### config.mk
export PLATFORM = sky130hd
export DESIGN_NAME = spch_handler
export DESIGN_NICKNAME = d
export VERILOG_FILES = /design/src/inc/spch_pkg.sv /design/src/verilog/spch_handler.sv /design/src/verilog/spch_fifo.sv
export SDC_FILE = /design/constraint.sdc
export NUM_CORES = 1
export LEC_CHECK = 0
export BUFFER_PORTS_ARGS = -buffer_cell sky130_fd_sc_hd__buf_2
export CAP_MARGIN = 25
export CORE_MARGIN = 2
export CORE_UTILIZATION = 60
export CTS_CLUSTER_DIAMETER = 80
export DETAILED_ROUTE_END_ITERATION = 8
export GPL_TIMING_DRIVEN = 0
export PLACE_DENSITY = 0.87
export SETUP_SLACK_MARGIN = 0.4
export SYNTH_ARGS = -nofsm -noshare
export SYNTH_HDL_FRONTEND = slang
export SYNTH_SLANG_ARGS = --single-unit
### constraint.sdc
create_clock -name core_clk_i -period 6.5 [get_ports core_clk_i]
set_clock_uncertainty 0.15 [all_clocks]
set_input_delay 1.3 -clock core_clk_i [delete_from_list [all_inputs] [get_ports core_clk_i]]
set_output_delay 1.3 -clock core_clk_i [all_outputs]
set_load 0.02 [all_outputs]
### src/inc/spch_pkg.sv
// Package of constants for the serial packet command handler
`default_nettype none
package spch_pkg;
  localparam int          CLK_HZ        = 20000000;
  localparam int          BAUD          = 9600;
  localparam int          BIT_CYC       = CLK_HZ / BAUD;
  localparam int          HALF_CYC      = BIT_CYC / 2;
  localparam logic [7:0]  PREAMBLE      = 8'haa;
  localparam logic [7:0]  NAK_CMD       = 8'hff;
  localparam logic [7:0]  CMD_SEND      = 8'h00;
  localparam logic [7:0]  CMD_SERIAL    = 8'h01;
  localparam logic [7:0]  CMD_ABORT     = 8'h03;
  localparam logic [7:0]  CMD_BURSTS    = 8'h04;
  localparam logic [7:0]  CMD_FWVER     = 8'h05;
  localparam logic [7:0]  CMD_SETUP     = 8'h06;
  localparam logic [7:0]  LEN_SHORT     = 8'h05;
  localparam logic [7:0]  LEN_SERIAL    = 8'h09;
  localparam logic [7:0]  LEN_BURSTS    = 8'h06;
  localparam logic [7:0]  LEN_FWVER     = 8'h07;
  localparam logic [7:0]  LEN_SETUP     = 8'h0e;
  localparam logic [7:0]  LEN_SEND_MIN  = 8'h06;
  localparam logic [7:0]  LEN_SEND_MAX  = 8'h95;
  localparam logic [7:0]  CHAN_MAX      = 8'h03;
  localparam logic [7:0]  BURST_MIN     = 8'h01;
  localparam logic [7:0]  BURST_MAX     = 8'h14;
  localparam logic [7:0]  IMIN_MIN      = 8'h01;
  localparam logic [7:0]  IMIN_MAX      = 8'h3c;
  localparam logic [7:0]  IMAX_MIN      = 8'h02;
  localparam logic [7:0]  IMAX_MAX      = 8'h78;
  localparam int          SETUP_CHAN    = 7;
  localparam int          SETUP_BURST   = 8;
  localparam int          SETUP_IMIN    = 9;
  localparam int          SETUP_IMAX    = 10;
  localparam logic [15:0] CRC_INIT      = 16'hffff;
  localparam logic [15:0] CRC_POLY      = 16'h8408;
  localparam logic [15:0] CRC_XOROUT    = 16'hffff;
  localparam logic [1:0]  RST_CHAN      = 2'h0;
  localparam logic [7:0]  RST_BURST     = 8'h03;
  localparam logic [7:0]  RST_IMIN      = 8'h18;
  localparam logic [7:0]  RST_IMAX      = 8'h30;
endpackage : spch_pkg
`default_nettype wire

### src/verilog/spch_handler.sv
// Serial packet command handler: UART, packet check, reply, command actions
`default_nettype none
// Contract
// - Link runs 9600 baud, eight data bits, no parity, one stop bit.
// - Half duplex: device transmits only after a full command packet.
// - RTS active wakes device; RTS drop ends the received packet.
// - Packet: preamble AA, length, command, data, two CRC bytes.
// - Reply command byte equals the received command code.
// - 16-bit CRC at packet end, low byte first.
// - Malformed command gets fixed reply AA 05 FF A1 CB.
// - Reply first, then carry out the command action.
// - Command 00 carries 1..144 payload bytes, acknowledged AA 05 00 D9 C4; code passes only the first FIFO_DEPTH bytes to pay_data_o.
// - Command 01 returns length 09 with four-byte serial number.
// - Command 03 aborts transmission, echoes AA 05 03 42 F6.
// - Command 04 returns length 06 with bursts remaining.
// - Command 05 returns length 07 with major, minor firmware version.
// - Command 06 length 0E sets channel, bursts, intervals; kept persistently.
// - Channel values 0..3 select channels A..D.
// - Bursts per message range 01..14.
// - Minimum interval in five-second steps, range 01..3C.
// - Maximum interval in five-second steps, range 02..78.
// - Sleep only with no pending transmission and no serial activity.
module spch_handler
  import spch_pkg::*;
#(
  parameter logic [31:0] UNIT_SERIAL = 32'h0000_0001, // Arbitrary value
  parameter logic [7:0]  FW_MAJOR    = 8'h01,         // Arbitrary value
  parameter logic [7:0]  FW_MINOR    = 8'h00,         // Arbitrary value
  parameter int          BIT_CYCLES  = BIT_CYC,
  parameter int          FIFO_DEPTH  = 16
) (
  input  wire logic       core_clk_i,
  input  wire logic       srst_i,
  input  wire logic       rx_i,
  input  wire logic       rts_n_i,
  output logic            tx_o,
  output logic            awake_o,
  output logic            sleep_o,
  output logic [7:0]      pay_data_o,
  output logic            pay_valid_o,
  input  wire logic       pay_ready_i,
  output logic            send_start_o,
  output logic            abort_o,
  input  wire logic       tx_busy_i,
  input  wire logic [7:0] bursts_left_i,
  output logic [1:0]      rf_channel_o,
  output logic [7:0]      burst_count_o,
  output logic [7:0]      interval_min_o,
  output logic [7:0]      interval_max_o,
  output logic            setup_store_o
);
  import spch_pkg::*;
  initial begin
    if (FIFO_DEPTH < 16 || BIT_CYCLES < 8 || BIT_CYCLES > 65535) $error("spch_handler: bad FIFO_DEPTH or BIT_CYCLES");
  end

  // ---------------------------------------------------------------
  // Pin synchronisers
  // ---------------------------------------------------------------
  logic [1:0] rx_sync;
  logic [1:0] rts_sync;
  logic       rts_act;
  logic       rts_act_d;
  always_ff @(posedge core_clk_i) begin
    if (srst_i) begin
      rx_sync  <= 2'h3;
      rts_sync <= 2'h3;
      rts_act_d <= 1'b0;
    end else begin
      rx_sync  <= {rx_sync[0], rx_i};
      rts_sync <= {rts_sync[0], rts_n_i};
      rts_act_d <= rts_act;
    end
  end
  assign rts_act = ~rts_sync[1];
  wire rts_fall = rts_act_d & ~rts_act;

  // ---------------------------------------------------------------
  // Receiver, 8N1
  // ---------------------------------------------------------------
  logic [15:0] rx_cnt;
  logic [3:0]  rx_bit;
  logic [7:0]  rx_sh;
  logic        rx_busy;
  logic        rx_stb;
  always_ff @(posedge core_clk_i) begin
    if (srst_i) begin
      rx_cnt <= '0; rx_bit <= '0; rx_sh <= '0; rx_busy <= 1'b0; rx_stb <= 1'b0;
    end else begin
      rx_stb <= 1'b0;
      if (!rx_busy) begin
        if (!rx_sync[1] && rts_act) begin
          rx_busy <= 1'b1;
          rx_cnt  <= 16'(BIT_CYCLES / 2);
          rx_bit  <= '0;
        end
      end else if (rx_cnt != 0) begin
        rx_cnt <= rx_cnt - 1'b1;
      end else begin
        rx_cnt <= 16'(BIT_CYCLES - 1);
        rx_bit <= rx_bit + 1'b1;
        if (rx_bit == 4'd0 && rx_sync[1]) begin
          rx_busy <= 1'b0; // False start
        end else if (rx_bit >= 4'd1 && rx_bit <= 4'd8) begin
          rx_sh <= {rx_sync[1], rx_sh[7:1]};
        end else if (rx_bit == 4'd9) begin
          rx_busy <= 1'b0;
          rx_stb  <= rx_sync[1]; // Framing error drops the byte
        end
      end
    end
  end

  // ---------------------------------------------------------------
  // CRC helper, reflected 16-bit
  // ---------------------------------------------------------------
  function automatic logic [15:0] crc_step(input logic [15:0] c, input logic [7:0] d);
    logic [15:0] r;
    r = c ^ {8'h00, d};
    for (int i = 0; i < 8; i++) begin
      r = r[0] ? ((r >> 1) ^ CRC_POLY) : (r >> 1);
    end
    return r;
  endfunction : crc_step

  // ---------------------------------------------------------------
  // Packet collector
  // ---------------------------------------------------------------
  typedef enum logic [3:0] {
    ST_IDLE  = 4'b0001,
    ST_RECV  = 4'b0010,
    ST_REPLY = 4'b0100,
    ST_EXEC  = 4'b1000
  } spch_state_e;
  spch_state_e state;
  logic [7:0]  rx_cnt_b;
  logic [7:0]  hdr_len;
  logic [7:0]  hdr_cmd;
  logic [7:0]  setup_b [4];
  logic [15:0] crc_run;
  logic [15:0] crc_prev;
  logic [7:0]  last_b;
  logic [7:0]  prev_b;
  logic        bad_pre;
  logic        fifo_in_ready;
  logic        fifo_valid;
  wire         is_payload = rx_stb && state == ST_RECV && hdr_cmd == CMD_SEND && rx_cnt_b >= 8'd3;
  always_ff @(posedge core_clk_i) begin
    if (srst_i || state == ST_IDLE) begin
      rx_cnt_b <= '0; hdr_len <= '0; hdr_cmd <= '0; crc_run <= CRC_INIT; crc_prev <= CRC_INIT;
      last_b <= '0; prev_b <= '0; bad_pre <= 1'b0;
      for (int i = 0; i < 4; i++) setup_b[i] <= '0;
    end else if (rx_stb && state == ST_RECV) begin
      rx_cnt_b <= (rx_cnt_b == 8'hff) ? rx_cnt_b : rx_cnt_b + 1'b1;
      prev_b   <= last_b;
      last_b   <= rx_sh;
      crc_prev <= crc_run;
      crc_run  <= crc_step(crc_run, rx_sh);
      if (rx_cnt_b == 8'd0 && rx_sh != PREAMBLE) bad_pre <= 1'b1;
      if (rx_cnt_b == 8'd1) hdr_len <= rx_sh;
      if (rx_cnt_b == 8'd2) hdr_cmd <= rx_sh;
      if (rx_cnt_b >= 8'(SETUP_CHAN) && rx_cnt_b <= 8'(SETUP_IMAX)) begin
        setup_b[rx_cnt_b[1:0] - 2'd3] <= rx_sh;
      end
    end
  end

  // Packet check at the end of frame
  logic [15:0] crc_data;
  always_ff @(posedge core_clk_i) begin
    if (srst_i) crc_data <= CRC_INIT;
    else if (rx_stb && state == ST_RECV) crc_data <= crc_prev;
  end
  wire crc_ok  = {last_b, prev_b} == (crc_data ^ CRC_XOROUT);
  wire len_ok  = hdr_len == rx_cnt_b && rx_cnt_b >= LEN_SHORT;
  wire cmd_ok  = (hdr_cmd == CMD_SEND && hdr_len >= LEN_SEND_MIN && hdr_len <= LEN_SEND_MAX)
              || (hdr_cmd == CMD_SETUP && hdr_len == LEN_SETUP
                  && setup_b[0] <= CHAN_MAX
                  && setup_b[1] >= BURST_MIN && setup_b[1] <= BURST_MAX
                  && setup_b[2] >= IMIN_MIN && setup_b[2] <= IMIN_MAX
                  && setup_b[3] >= IMAX_MIN && setup_b[3] <= IMAX_MAX)
              || ((hdr_cmd == CMD_SERIAL || hdr_cmd == CMD_ABORT || hdr_cmd == CMD_BURSTS
                   || hdr_cmd == CMD_FWVER) && hdr_len == LEN_SHORT);
  wire pkt_ok  = !bad_pre && len_ok && crc_ok && cmd_ok;

  // ---------------------------------------------------------------
  // Reply builder and transmitter
  // ---------------------------------------------------------------
  logic [7:0]  rp_buf [9];
  logic [7:0]  rp_len;
  logic [7:0]  rp_idx;
  logic [15:0] rp_crc;
  logic        ok_lat;
  logic [15:0] tx_cnt;
  logic [3:0]  tx_bit;
  logic [9:0]  tx_sh;
  logic        tx_busy;
  always_ff @(posedge core_clk_i) begin
    if (srst_i) begin
      state <= ST_IDLE; ok_lat <= 1'b0; rp_len <= '0; rp_idx <= '0; rp_crc <= CRC_INIT;
      tx_cnt <= '0; tx_bit <= '0; tx_sh <= '1; tx_busy <= 1'b0; tx_o <= 1'b1;
      for (int i = 0; i < 9; i++) rp_buf[i] <= '0;
    end else begin
      case (state)
        ST_IDLE: begin
          if (rts_act) state <= ST_RECV;
        end
        ST_RECV: begin
          if (rts_fall && !rx_busy) begin
            state  <= ST_REPLY;
            ok_lat <= pkt_ok;
            rp_idx <= '0;
            rp_crc <= CRC_INIT;
            rp_buf[0] <= PREAMBLE;
            rp_buf[2] <= pkt_ok ? hdr_cmd : NAK_CMD;
            rp_len    <= LEN_SHORT;
            rp_buf[1] <= LEN_SHORT;
            if (pkt_ok && hdr_cmd == CMD_SERIAL) begin
              rp_len <= LEN_SERIAL; rp_buf[1] <= LEN_SERIAL;
              rp_buf[3] <= UNIT_SERIAL[31:24]; rp_buf[4] <= UNIT_SERIAL[23:16];
              rp_buf[5] <= UNIT_SERIAL[15:8];  rp_buf[6] <= UNIT_SERIAL[7:0];
            end else if (pkt_ok && hdr_cmd == CMD_BURSTS) begin
              rp_len <= LEN_BURSTS; rp_buf[1] <= LEN_BURSTS; rp_buf[3] <= bursts_left_i;
            end else if (pkt_ok && hdr_cmd == CMD_FWVER) begin
              rp_len <= LEN_FWVER; rp_buf[1] <= LEN_FWVER;
              rp_buf[3] <= FW_MAJOR; rp_buf[4] <= FW_MINOR;
            end
          end
        end
        ST_REPLY: begin
          if (!tx_busy) begin
            if (rp_idx == rp_len) begin
              state <= ST_EXEC;
            end else begin
              logic [7:0] b;
              b = (rp_idx == rp_len - 8'd2) ? rp_crc[7:0] ^ CRC_XOROUT[7:0] :
                  (rp_idx == rp_len - 8'd1) ? rp_crc[15:8] ^ CRC_XOROUT[15:8] : rp_buf[rp_idx[3:0]];
              if (rp_idx < rp_len - 8'd2) rp_crc <= crc_step(rp_crc, b);
              tx_sh   <= {1'b1, b, 1'b0};
              tx_busy <= 1'b1;
              tx_bit  <= '0;
              tx_cnt  <= 16'(BIT_CYCLES - 1);
              rp_idx  <= rp_idx + 1'b1;
            end
          end
        end
        ST_EXEC: begin
          state <= ST_IDLE;
        end
        default: state <= ST_IDLE;
      endcase
      if (tx_busy) begin
        tx_o <= tx_sh[0];
        if (tx_cnt != 0) begin
          tx_cnt <= tx_cnt - 1'b1;
        end else begin
          tx_cnt <= 16'(BIT_CYCLES - 1);
          tx_sh  <= {1'b1, tx_sh[9:1]};
          tx_bit <= tx_bit + 1'b1;
          if (tx_bit == 4'd9) tx_busy <= 1'b0;
        end
      end else begin
        tx_o <= 1'b1;
      end
    end
  end

  // ---------------------------------------------------------------
  // Payload FIFO, released only after the reply
  // ---------------------------------------------------------------
  logic       pay_hold;
  logic [7:0] fifo_data;
  logic       fifo_pop;
  wire        fifo_push = is_payload && rx_cnt_b < hdr_len - 8'd2;
  spch_fifo #(.WIDTH(8), .DEPTH(FIFO_DEPTH)) u_fifo (
    .core_clk_i  (core_clk_i),
    .srst_i      (srst_i || (state == ST_EXEC && !ok_lat)),
    .in_data_i   (rx_sh),
    .in_valid_i  (fifo_push),
    .in_ready_o  (fifo_in_ready),
    .out_data_o  (fifo_data),
    .out_valid_o (fifo_valid),
    .out_ready_i (fifo_pop)
  );
  // CRC bytes are kept out of the queue by count
  assign fifo_pop = pay_hold && fifo_valid && (!pay_valid_o || pay_ready_i);
  always_ff @(posedge core_clk_i) begin
    if (srst_i) begin
      pay_hold <= 1'b0; pay_valid_o <= 1'b0; pay_data_o <= '0; send_start_o <= 1'b0; abort_o <= 1'b0;
      setup_store_o <= 1'b0; rf_channel_o <= RST_CHAN; burst_count_o <= RST_BURST;
      interval_min_o <= RST_IMIN; interval_max_o <= RST_IMAX;
    end else begin
      send_start_o  <= 1'b0;
      abort_o       <= 1'b0;
      setup_store_o <= 1'b0;
      if (state == ST_EXEC && ok_lat) begin
        case (hdr_cmd)
          CMD_SEND:  begin pay_hold <= 1'b1; send_start_o <= 1'b1; end
          CMD_ABORT: abort_o <= 1'b1;
          CMD_SETUP: begin
            rf_channel_o   <= setup_b[0][1:0];
            burst_count_o  <= setup_b[1];
            interval_min_o <= setup_b[2];
            interval_max_o <= setup_b[3];
            setup_store_o  <= 1'b1;
          end
          default: ;
        endcase
      end
      if (!fifo_valid && (!pay_valid_o || pay_ready_i)) pay_hold <= 1'b0;
      if (fifo_pop) begin
        pay_valid_o <= 1'b1;
        pay_data_o  <= fifo_data;
      end else if (pay_ready_i) begin
        pay_valid_o <= 1'b0;
      end
    end
  end

  // ---------------------------------------------------------------
  // Power state
  // ---------------------------------------------------------------
  always_ff @(posedge core_clk_i) begin
    if (srst_i) begin
      awake_o <= 1'b0; sleep_o <= 1'b1;
    end else begin
      awake_o <= rts_act || state != ST_IDLE;
      sleep_o <= !rts_act && state == ST_IDLE && !tx_busy_i && !pay_hold && !rx_busy;
    end
  end
endmodule : spch_handler
`default_nettype wire

### src/verilog/spch_fifo.sv
// Synchronous valid/ready FIFO for payload bytes
`default_nettype none
module spch_fifo #(
  parameter int WIDTH = 8,
  parameter int DEPTH = 16
) (
  input  wire logic             core_clk_i,
  input  wire logic             srst_i,
  input  wire logic [WIDTH-1:0] in_data_i,
  input  wire logic             in_valid_i,
  output logic                  in_ready_o,
  output logic [WIDTH-1:0]      out_data_o,
  output logic                  out_valid_o,
  input  wire logic             out_ready_i
);
  localparam int AW = $clog2(DEPTH);
  initial begin
    if (DEPTH < 2 || (1 << AW) != DEPTH || WIDTH < 1) $error("spch_fifo: bad WIDTH or DEPTH");
  end
  logic [WIDTH-1:0] mem [DEPTH];
  logic [AW:0]      wr_ptr;
  logic [AW:0]      rd_ptr;
  logic             push;
  logic             pop;
  assign in_ready_o  = (wr_ptr - rd_ptr) != (AW+1)'(DEPTH);
  assign out_valid_o = wr_ptr != rd_ptr;
  assign out_data_o  = mem[rd_ptr[AW-1:0]];
  assign push        = in_valid_i && in_ready_o;
  assign pop         = out_valid_o && out_ready_i;
  always_ff @(posedge core_clk_i) begin
    if (push) begin
      mem[wr_ptr[AW-1:0]] <= in_data_i;
    end
  end
  always_ff @(posedge core_clk_i) begin
    if (srst_i) begin
      wr_ptr <= '0;
      rd_ptr <= '0;
    end else begin
      if (push) begin
        wr_ptr <= wr_ptr + 1'b1;
      end
      if (pop) begin
        rd_ptr <= rd_ptr + 1'b1;
      end
    end
  end
endmodule : spch_fifo
`default_nettype wire

==> run summary, run 1 <==
Initial Util = 0.607
RSZ-0062 raised after global routing = false
most frequent cell after synthesis = nand2_1
Least-Margin Pin Slew = 0.992 ns
die height = 182 um
Placed Cells = 2272
diode count = 0
worst slack, placed = 2.15 ns
Fin. Hold Viols = 0
Die W = 182 um
Seq/Total Area, Yosys = 0.541
drt via density = 6.50
grt ovf = 0
Psw = 1170 uW
vias = 15300
Initial DRT Pass Iterations = 8
final non-filler cell total = 2354
Clock Pin Slew Worst Setup and Hold Paths = 0.06 ns
Final ANT Viol Nets = 0
worst path arrival time = 5.11 ns
Seq pwr share = 0.511
Syn Inst Count = 1815
Total GRT Usage = 0.308
initial antenna violation count = 1
type of destination of the critical path = flip-flop
Switching Share = 0.213
CP cell instances = clkbuf_1 > clkbuf_1 > inv_1 > ha_1 > nor2b_1 > nor3_1 > nand2_1 > nand2_1 > a22oi_1 > o311ai_1 > nor2_1 > clkbuf_2 > and3_1
first-pass GRT wire length = 80100 um
Clock power frac = 0.471
Critical Path Slowest Stage Cell = o311ai_1
Total Wirelength = 52300 um
Die ar. = 0.0333 mm^2
CP max FO = 10
fin crit period = 5.02 ns
CTS root buf = clkbuf_16
Max Clock Freq = 199 MHz
Setup CP Type = reg -> reg
CP Launch Type = flip-flop
largest net degree at the start of global routing = 19
final hold slack = 0.271 ns
Post-Syn Area = 0.0191 mm^2
Power Density = 256 mW/mm^2
Final WS setup = 1.48 ns
largest area contributor in the netlist = edfxtp_1
syn nets = 1875
Layout Utilization = 0.679
Yosys cell types = 77
Yosys Warn Count = 0
register area = 0.0103 mm^2
layout cell share with drive strength beyond 1 = 0.115
top routing layer in use = met4
wire length per cell = 22.2 um
Static Leakage = 0.00791 uW
Post-synth top flop = dfxtp_1
TritonCTS clock tree = done
Crit path required time = 6.60 ns
EDFF count, synth = 180
share of the synthesized area in the top cell type = 0.283
DPL Wire Length = 33400 um
Period Utilization, post-route = 0.772
TritonCTS Buffers = 44
final setup vio count = 0
maximum VDD drop = 246 uV
combinational share of power = 0.018
Total Nets Final = 1977
Multi-input gate area = 0.00820 mm^2
met2 wire length = 25100 um
flops & latches, synth = 426
Worst Hold Class = reg -> reg
Slew headroom = 0.332
PostCTS Resize Cnt = 0
vias in the first global route = 14800
Hold Buf Count CTS = 0
# Post-CTS Setup Buffers = 0
initial DRC count = 1703
io pins = 55
Commonest cells post-synth = nand2_1 (253), dfxtp_1 (246), edfxtp_1 (180)
setup TNS = 0 ns
Slew Limit Fails = 0
filler cell count = 2129
routability-driven placement congestion ratio = 0.907
Max-Cap Viols = 0
CTS Buffer Depth = 3
Pint = 4310 uW
Residual DRC = 0
port buffer count = 54
run status = finished, final reports clean
met1 WL = 19200 um
Async SR Flop Fraction = 0
Clock H-tree levels = 2
WL met3 = 5190 um
CORE AREA = 0.0315 mm^2
worst skew pair latency = 0.56 ns
Slowest Stage Delay on Critical Path = 0.82 ns
Layout area overhead = 11.9%
top cells by area, synth = edfxtp_1 (28%), dfxtp_1 (26%), nand2_1 (5.0%), mux4_2 (5.0%), a21oi_1 (3.4%)
Row Count = 65
CTS sink count = 426
Syn Area/Cell = 10.5 um^2
==> critical path, delay by kind of cell, from the launching register on <==
family          cells  cell delay, ns
fa+ha+maj           1            0.37
simple gates        6            1.45
flops               1            0.35
compound gates      2            0.95
buf+inv             4            1.43
==> routing by layer <==
layer,global-route usage,up-vias
met1,0.383,7328
met2,0.516,1005
met3,0.0555,230
met5,0,-
met4,0.159,0
li1,-,6730
==> sequential cells by signal, summed over array words and instances (netlist names), 10 cells and up, named ones only <==
register,count
tx_sh,10
crc_data,16
crc_prev,16
crc_run,16
u_fifo.mem,128
rx_cnt,16
rp_buf,22
rp_crc,16
tx_cnt,16
setup_b,32
==> per-stage QoR <==
stage          cell area [um^2]  power [uW]
4_1_cts                   21400        5480
5_1_grt                   21400        5600
3_5_place_dp              19900        2950
6_report                  21400        5480
2_1_floorplan             19100        2910
3_3_place_gp              19900        2950
==> layout by cell type, fill, tap and decap left out, drive strengths merged, types with 8 or more instances in the layout <==
cell     instances
xor2            45
or4             10
and2            48
nor4b            9
o21ai           55
nor2b            9
buf             72
ha              46
nor3            36
clkbuf         148
nand3b          34
edfxtp         180
nand4           21
a21oi          131
nand2b          22
nor4            22
nand2          255
a2bb2oi         13
or3             16
o211ai          16
or2             14
mux2i           23
o21a             8
mux4            42
a221oi           9
and3            23
clkinv          11
inv             41
nand3           68
a211oi          10
dfxtp          246
xnor2           48
nor2           137
a21o             9
==> cell families after synthesis <==
| logic type | count (synthesis) | share of synthesized area |
|---|---|---|
| adder cells (fa/ha/maj) | 46 | 0.0301 |
| XOR/XNOR | 93 | 0.0434 |
| buffers and inverters | 142 | 0.0298 |
| AO/OA/AOI/OAI | 300 | 0.0975 |
| flip-flops | 426 | 0.541 |
| multiplexers | 68 | 0.0633 |
| AND/OR/NAND/NOR | 740 | 0.195 |
==> power by group through the flow <==
stage | Combinational (uW) | Clock (uW) | Sequential [uW]
after floorplan | 59.0 | 0 | 2850
after global placement | 90.0 | 0 | 2860
after global routing | 104 | 2690 | 2800
after CTS | 95.4 | 2580 | 2800
after detailed placement | 93.6 | 0 | 2860
final | 98.6 | 2580 | 2800
==> area by class of cell <==
class	count	area share
Buffer	104	0.0200
Clock buffer	61	0.0593
Clock inverter	20	0.0102
Inverter	38	0.00667
Multi-Input combinational cell	1247	0.384
Sequential cell	426	0.483
Tap cell	402	0.0235
Timing Repair Buffer	56	0.0135
==> worst paths after layout <==
check	start	to	slack (ns)	cells after the start
max	u_fifo.rd_ptr[1]	u_fifo.mem[12][1]	1.48	13
min	rts_sync[0]	rts_sync[1]	0.27	1
max reg2reg	u_fifo.rd_ptr[1]	u_fifo.mem[12][1]	1.48	13
min reg2reg	rts_sync[0]	rts_sync[1]	0.27	1
No activity file was read; power rests on OpenSTA's default activity.
==> run 2, diff against run 1 <==
Settings changed: CORE_UTILIZATION 60 to 56, PLACE_DENSITY 0.87 to 0.86.
Clock period 6.5 ns to 4.2 ns, I/O delays scaled along.
==> run 2 against run 1 <==
  * Combinational power increased by 57%
  * Sequential share of layout area shrank 0.17 points
  * Largest cell class unchanged
  * First-iteration DRC count is 3.8% lower
  * Fmax grew 34%
  * Hold slack better by 0.012 ns
  * Final cell count is 1.9% higher
==> run summary, run 2 (synthesis gave the netlist of run 1 again) <==
initial DRC count = 1638 (-3.8%)
Worst Min Path Start = rts_sync[0]
most common cell after layout, fill and taps aside = nand2_1
CTS Buffer Depth = 3 (unchanged)
drt via density = 6.28 (-3.4%)
Row Count = 67 (+3.1%)
Total GRT Usage = 0.285 (-0.0230)
Design Area, Final = 0.0215 mm^2 (+0.36%)
initial antenna violation count = 1 (unchanged)
Placed Cells = 2317 (+2.0%)
RSZ-0062 raised after global routing = false
Total Wirelength = 51400 um (-1.8%)
Slew headroom = 0.361 (+0.0295)
Die W = 189 um (+3.4%)
grt ovf = 0 (unchanged)
Area after DPL = 0.0199 mm^2 (+0.23%)
final non-filler cell total = 2399 (+1.9%)
most frequent cells in the layout = nand2_1 (253), dfxtp_1 (246), edfxtp_1 (180)
type of destination of the critical path = flip-flop
Least-Margin Pin Slew = 0.955 ns (-0.0372 ns)
register area = 0.0103 mm^2 (unchanged)
Crit path required time = 4.32 ns (-2.28 ns)
Clock H-tree levels = 2 (unchanged)
largest net degree at the start of global routing = 19 (unchanged)
Total Nets Final = 1976 (-0.051%)
diode count = 0 (unchanged)
Final ANT Viol Nets = 0 (unchanged)
Critical R2R Capture = u_fifo.mem[9][7]
vias in the first global route = 14800 (+0.26%)
Initial DRT Pass Iterations = 5 (-3)
CORE AREA = 0.0335 mm^2 (+6.5%)
Hold Buf Count CTS = 0 (unchanged)
run status = finished, final reports clean
worst slack, placed = -0.0824 ns (-2.23 ns)
vias = 15100 (-1.6%)
wire length per cell = 21.4 um (-3.6%)
final hold slack = 0.283 ns (+0.0119 ns)
r2r setup slk = 0.46 ns (-1.03 ns)
Max Clock Freq = 267 MHz (+34%)
Setup CP Type = reg -> reg
max reg flops = 128 (unchanged)
Die ar. = 0.0356 mm^2 (+7.0%)
Fin. Hold Viols = 0 (unchanged)
Clock Pin Slew Worst Setup and Hold Paths = 0.06 ns (about the same)
layout cell share with drive strength beyond 1 = 0.123 (+0.00775)
Worst Reg-to-Reg Cells = 11 (-2)
reg2reg start = u_fifo.rd_ptr[2]
# Post-CTS Setup Buffers = 0 (unchanged)
Initial Util = 0.570 (-0.0372)
Static Leakage = 0.00789 uW (-0.25%)
Final WS setup = 0.456 ns (-1.03 ns)
Slew Limit Fails = 0 (unchanged)
Worst Hold Class = reg -> reg
CTS root buf = clkbuf_16
CP max FO = 10 (unchanged)
Residual DRC = 0 (unchanged)
setup TNS = 0 ns (unchanged)
fin crit period = 3.74 ns (-1.27 ns)
Power Density = 387 mW/mm^2 (+51%)
routability-driven placement congestion ratio = 0.900 (-0.86%)
port buffer count = 54 (unchanged)
DPL Wire Length = 33900 um (+1.4%)
die height = 189 um (+3.4%)
Multi-input gate area = 0.00828 mm^2 (+0.98%)
TritonCTS clock tree = done
TritonCTS Buffers = 43 (-2.3%)
WHS Endpoint = rts_sync[1]
Period Utilization, post-route = 0.891 (+0.120)
Max-Cap Viols = 0 (unchanged)
Layout area overhead = 12.3%
CP Launch Type = flip-flop
worst skew pair latency = 0.58 ns (+0.02 ns)
maximum VDD drop = 312 uV (+27%)
final setup vio count = 0 (unchanged)
io pins = 55 (unchanged)
CTS sink count = 426 (unchanged)
first-pass GRT wire length = 79600 um (-0.59%)
worst path arrival time = 3.86 ns (-1.25 ns)
filler cell count = 2377 (+12%)
WHS Path Cells = 1 (unchanged)
## run 2: changes by cell type in the layout (fill, tap and decap cells not counted), sizes merged
cell	previous run	this run
bufinv	3	1
clkdlybuf4s15	1	0
clkinvlp	3	1
buf	72	73
clkbuf	148	147
clkinv	11	15
## run 2: what timing repair did
| item | CTS | global route |
|---|---|---|
| endpoints found under the setup margin | 129 | 126 |
| gates cloned | 0 | 0 |
| resized for setup | 16 | 20 |
| pin swaps | 0 | 0 |
## run 2: area by class of cell
| class | count | share of cell area |
|---|---|---|
| Timing Repair Buffer | 56 | 0.0132 |
| Clock inverter | 20 | 0.00886 |
| Inverter | 38 | 0.00665 |
| Tap cell | 448 | 0.0261 |
| Clock buffer | 60 | 0.0574 |
| Multi-Input combinational cell | 1247 | 0.386 |
| Buffer | 104 | 0.0204 |
| Sequential cell | 426 | 0.481 |
## run 2: worst max-delay path, cell delays in order, from the launching register on
cell	delay (ns)
dfxtp_1	0.35
clkbuf_1	0.60
inv_1	0.19
ha_1	0.37
nor3_1	0.08
nand2_1	0.07
nand2_1	0.05
a22oi_1	0.38
o311ai_4	0.18
nor2_2	0.29
clkbuf_2	0.32
and3_2	0.39
## run 2: how the worst max path moves through the flow
stage | start | to | depth (start not counted)
floorplan | u_fifo.rd_ptr[1] | u_fifo.mem[12][0] | 12
global placement | u_fifo.rd_ptr[1] | u_fifo.mem[2][0] | 12
detailed placement | u_fifo.rd_ptr[1] | u_fifo.mem[0][7] | 13
CTS | rp_len[2] | rp_crc[12] | 14
global route | u_fifo.rd_ptr[1] | u_fifo.mem[9][7] | 12
finish | u_fifo.rd_ptr[2] | u_fifo.mem[9][7] | 11
## run 2: through the flow
stage	total power [uW]	utilization
floorplan	4510	-
finish	8300	0.640
detailed placement	4570	0.594
global route	8470	0.640
global placement	4560	0.594
CTS	8290	0.638
## run 2: where the power goes
part           internal (uW)  total [uW]  switching [uW]  leakage [uW]
clock                   2140        3810            1670      0.000705
combinational           43.7         155             111       0.00343
sequential              4320        4330            18.6       0.00376
## run 2: layer usage
layer	vias to the layer above	track usage	routed length, um
li1	6719	-	-
met1	7216	0.352	19300
met2	904	0.477	24700
met3	215	0.0520	4570
met4	0	0.148	2750
met5	-	0	0
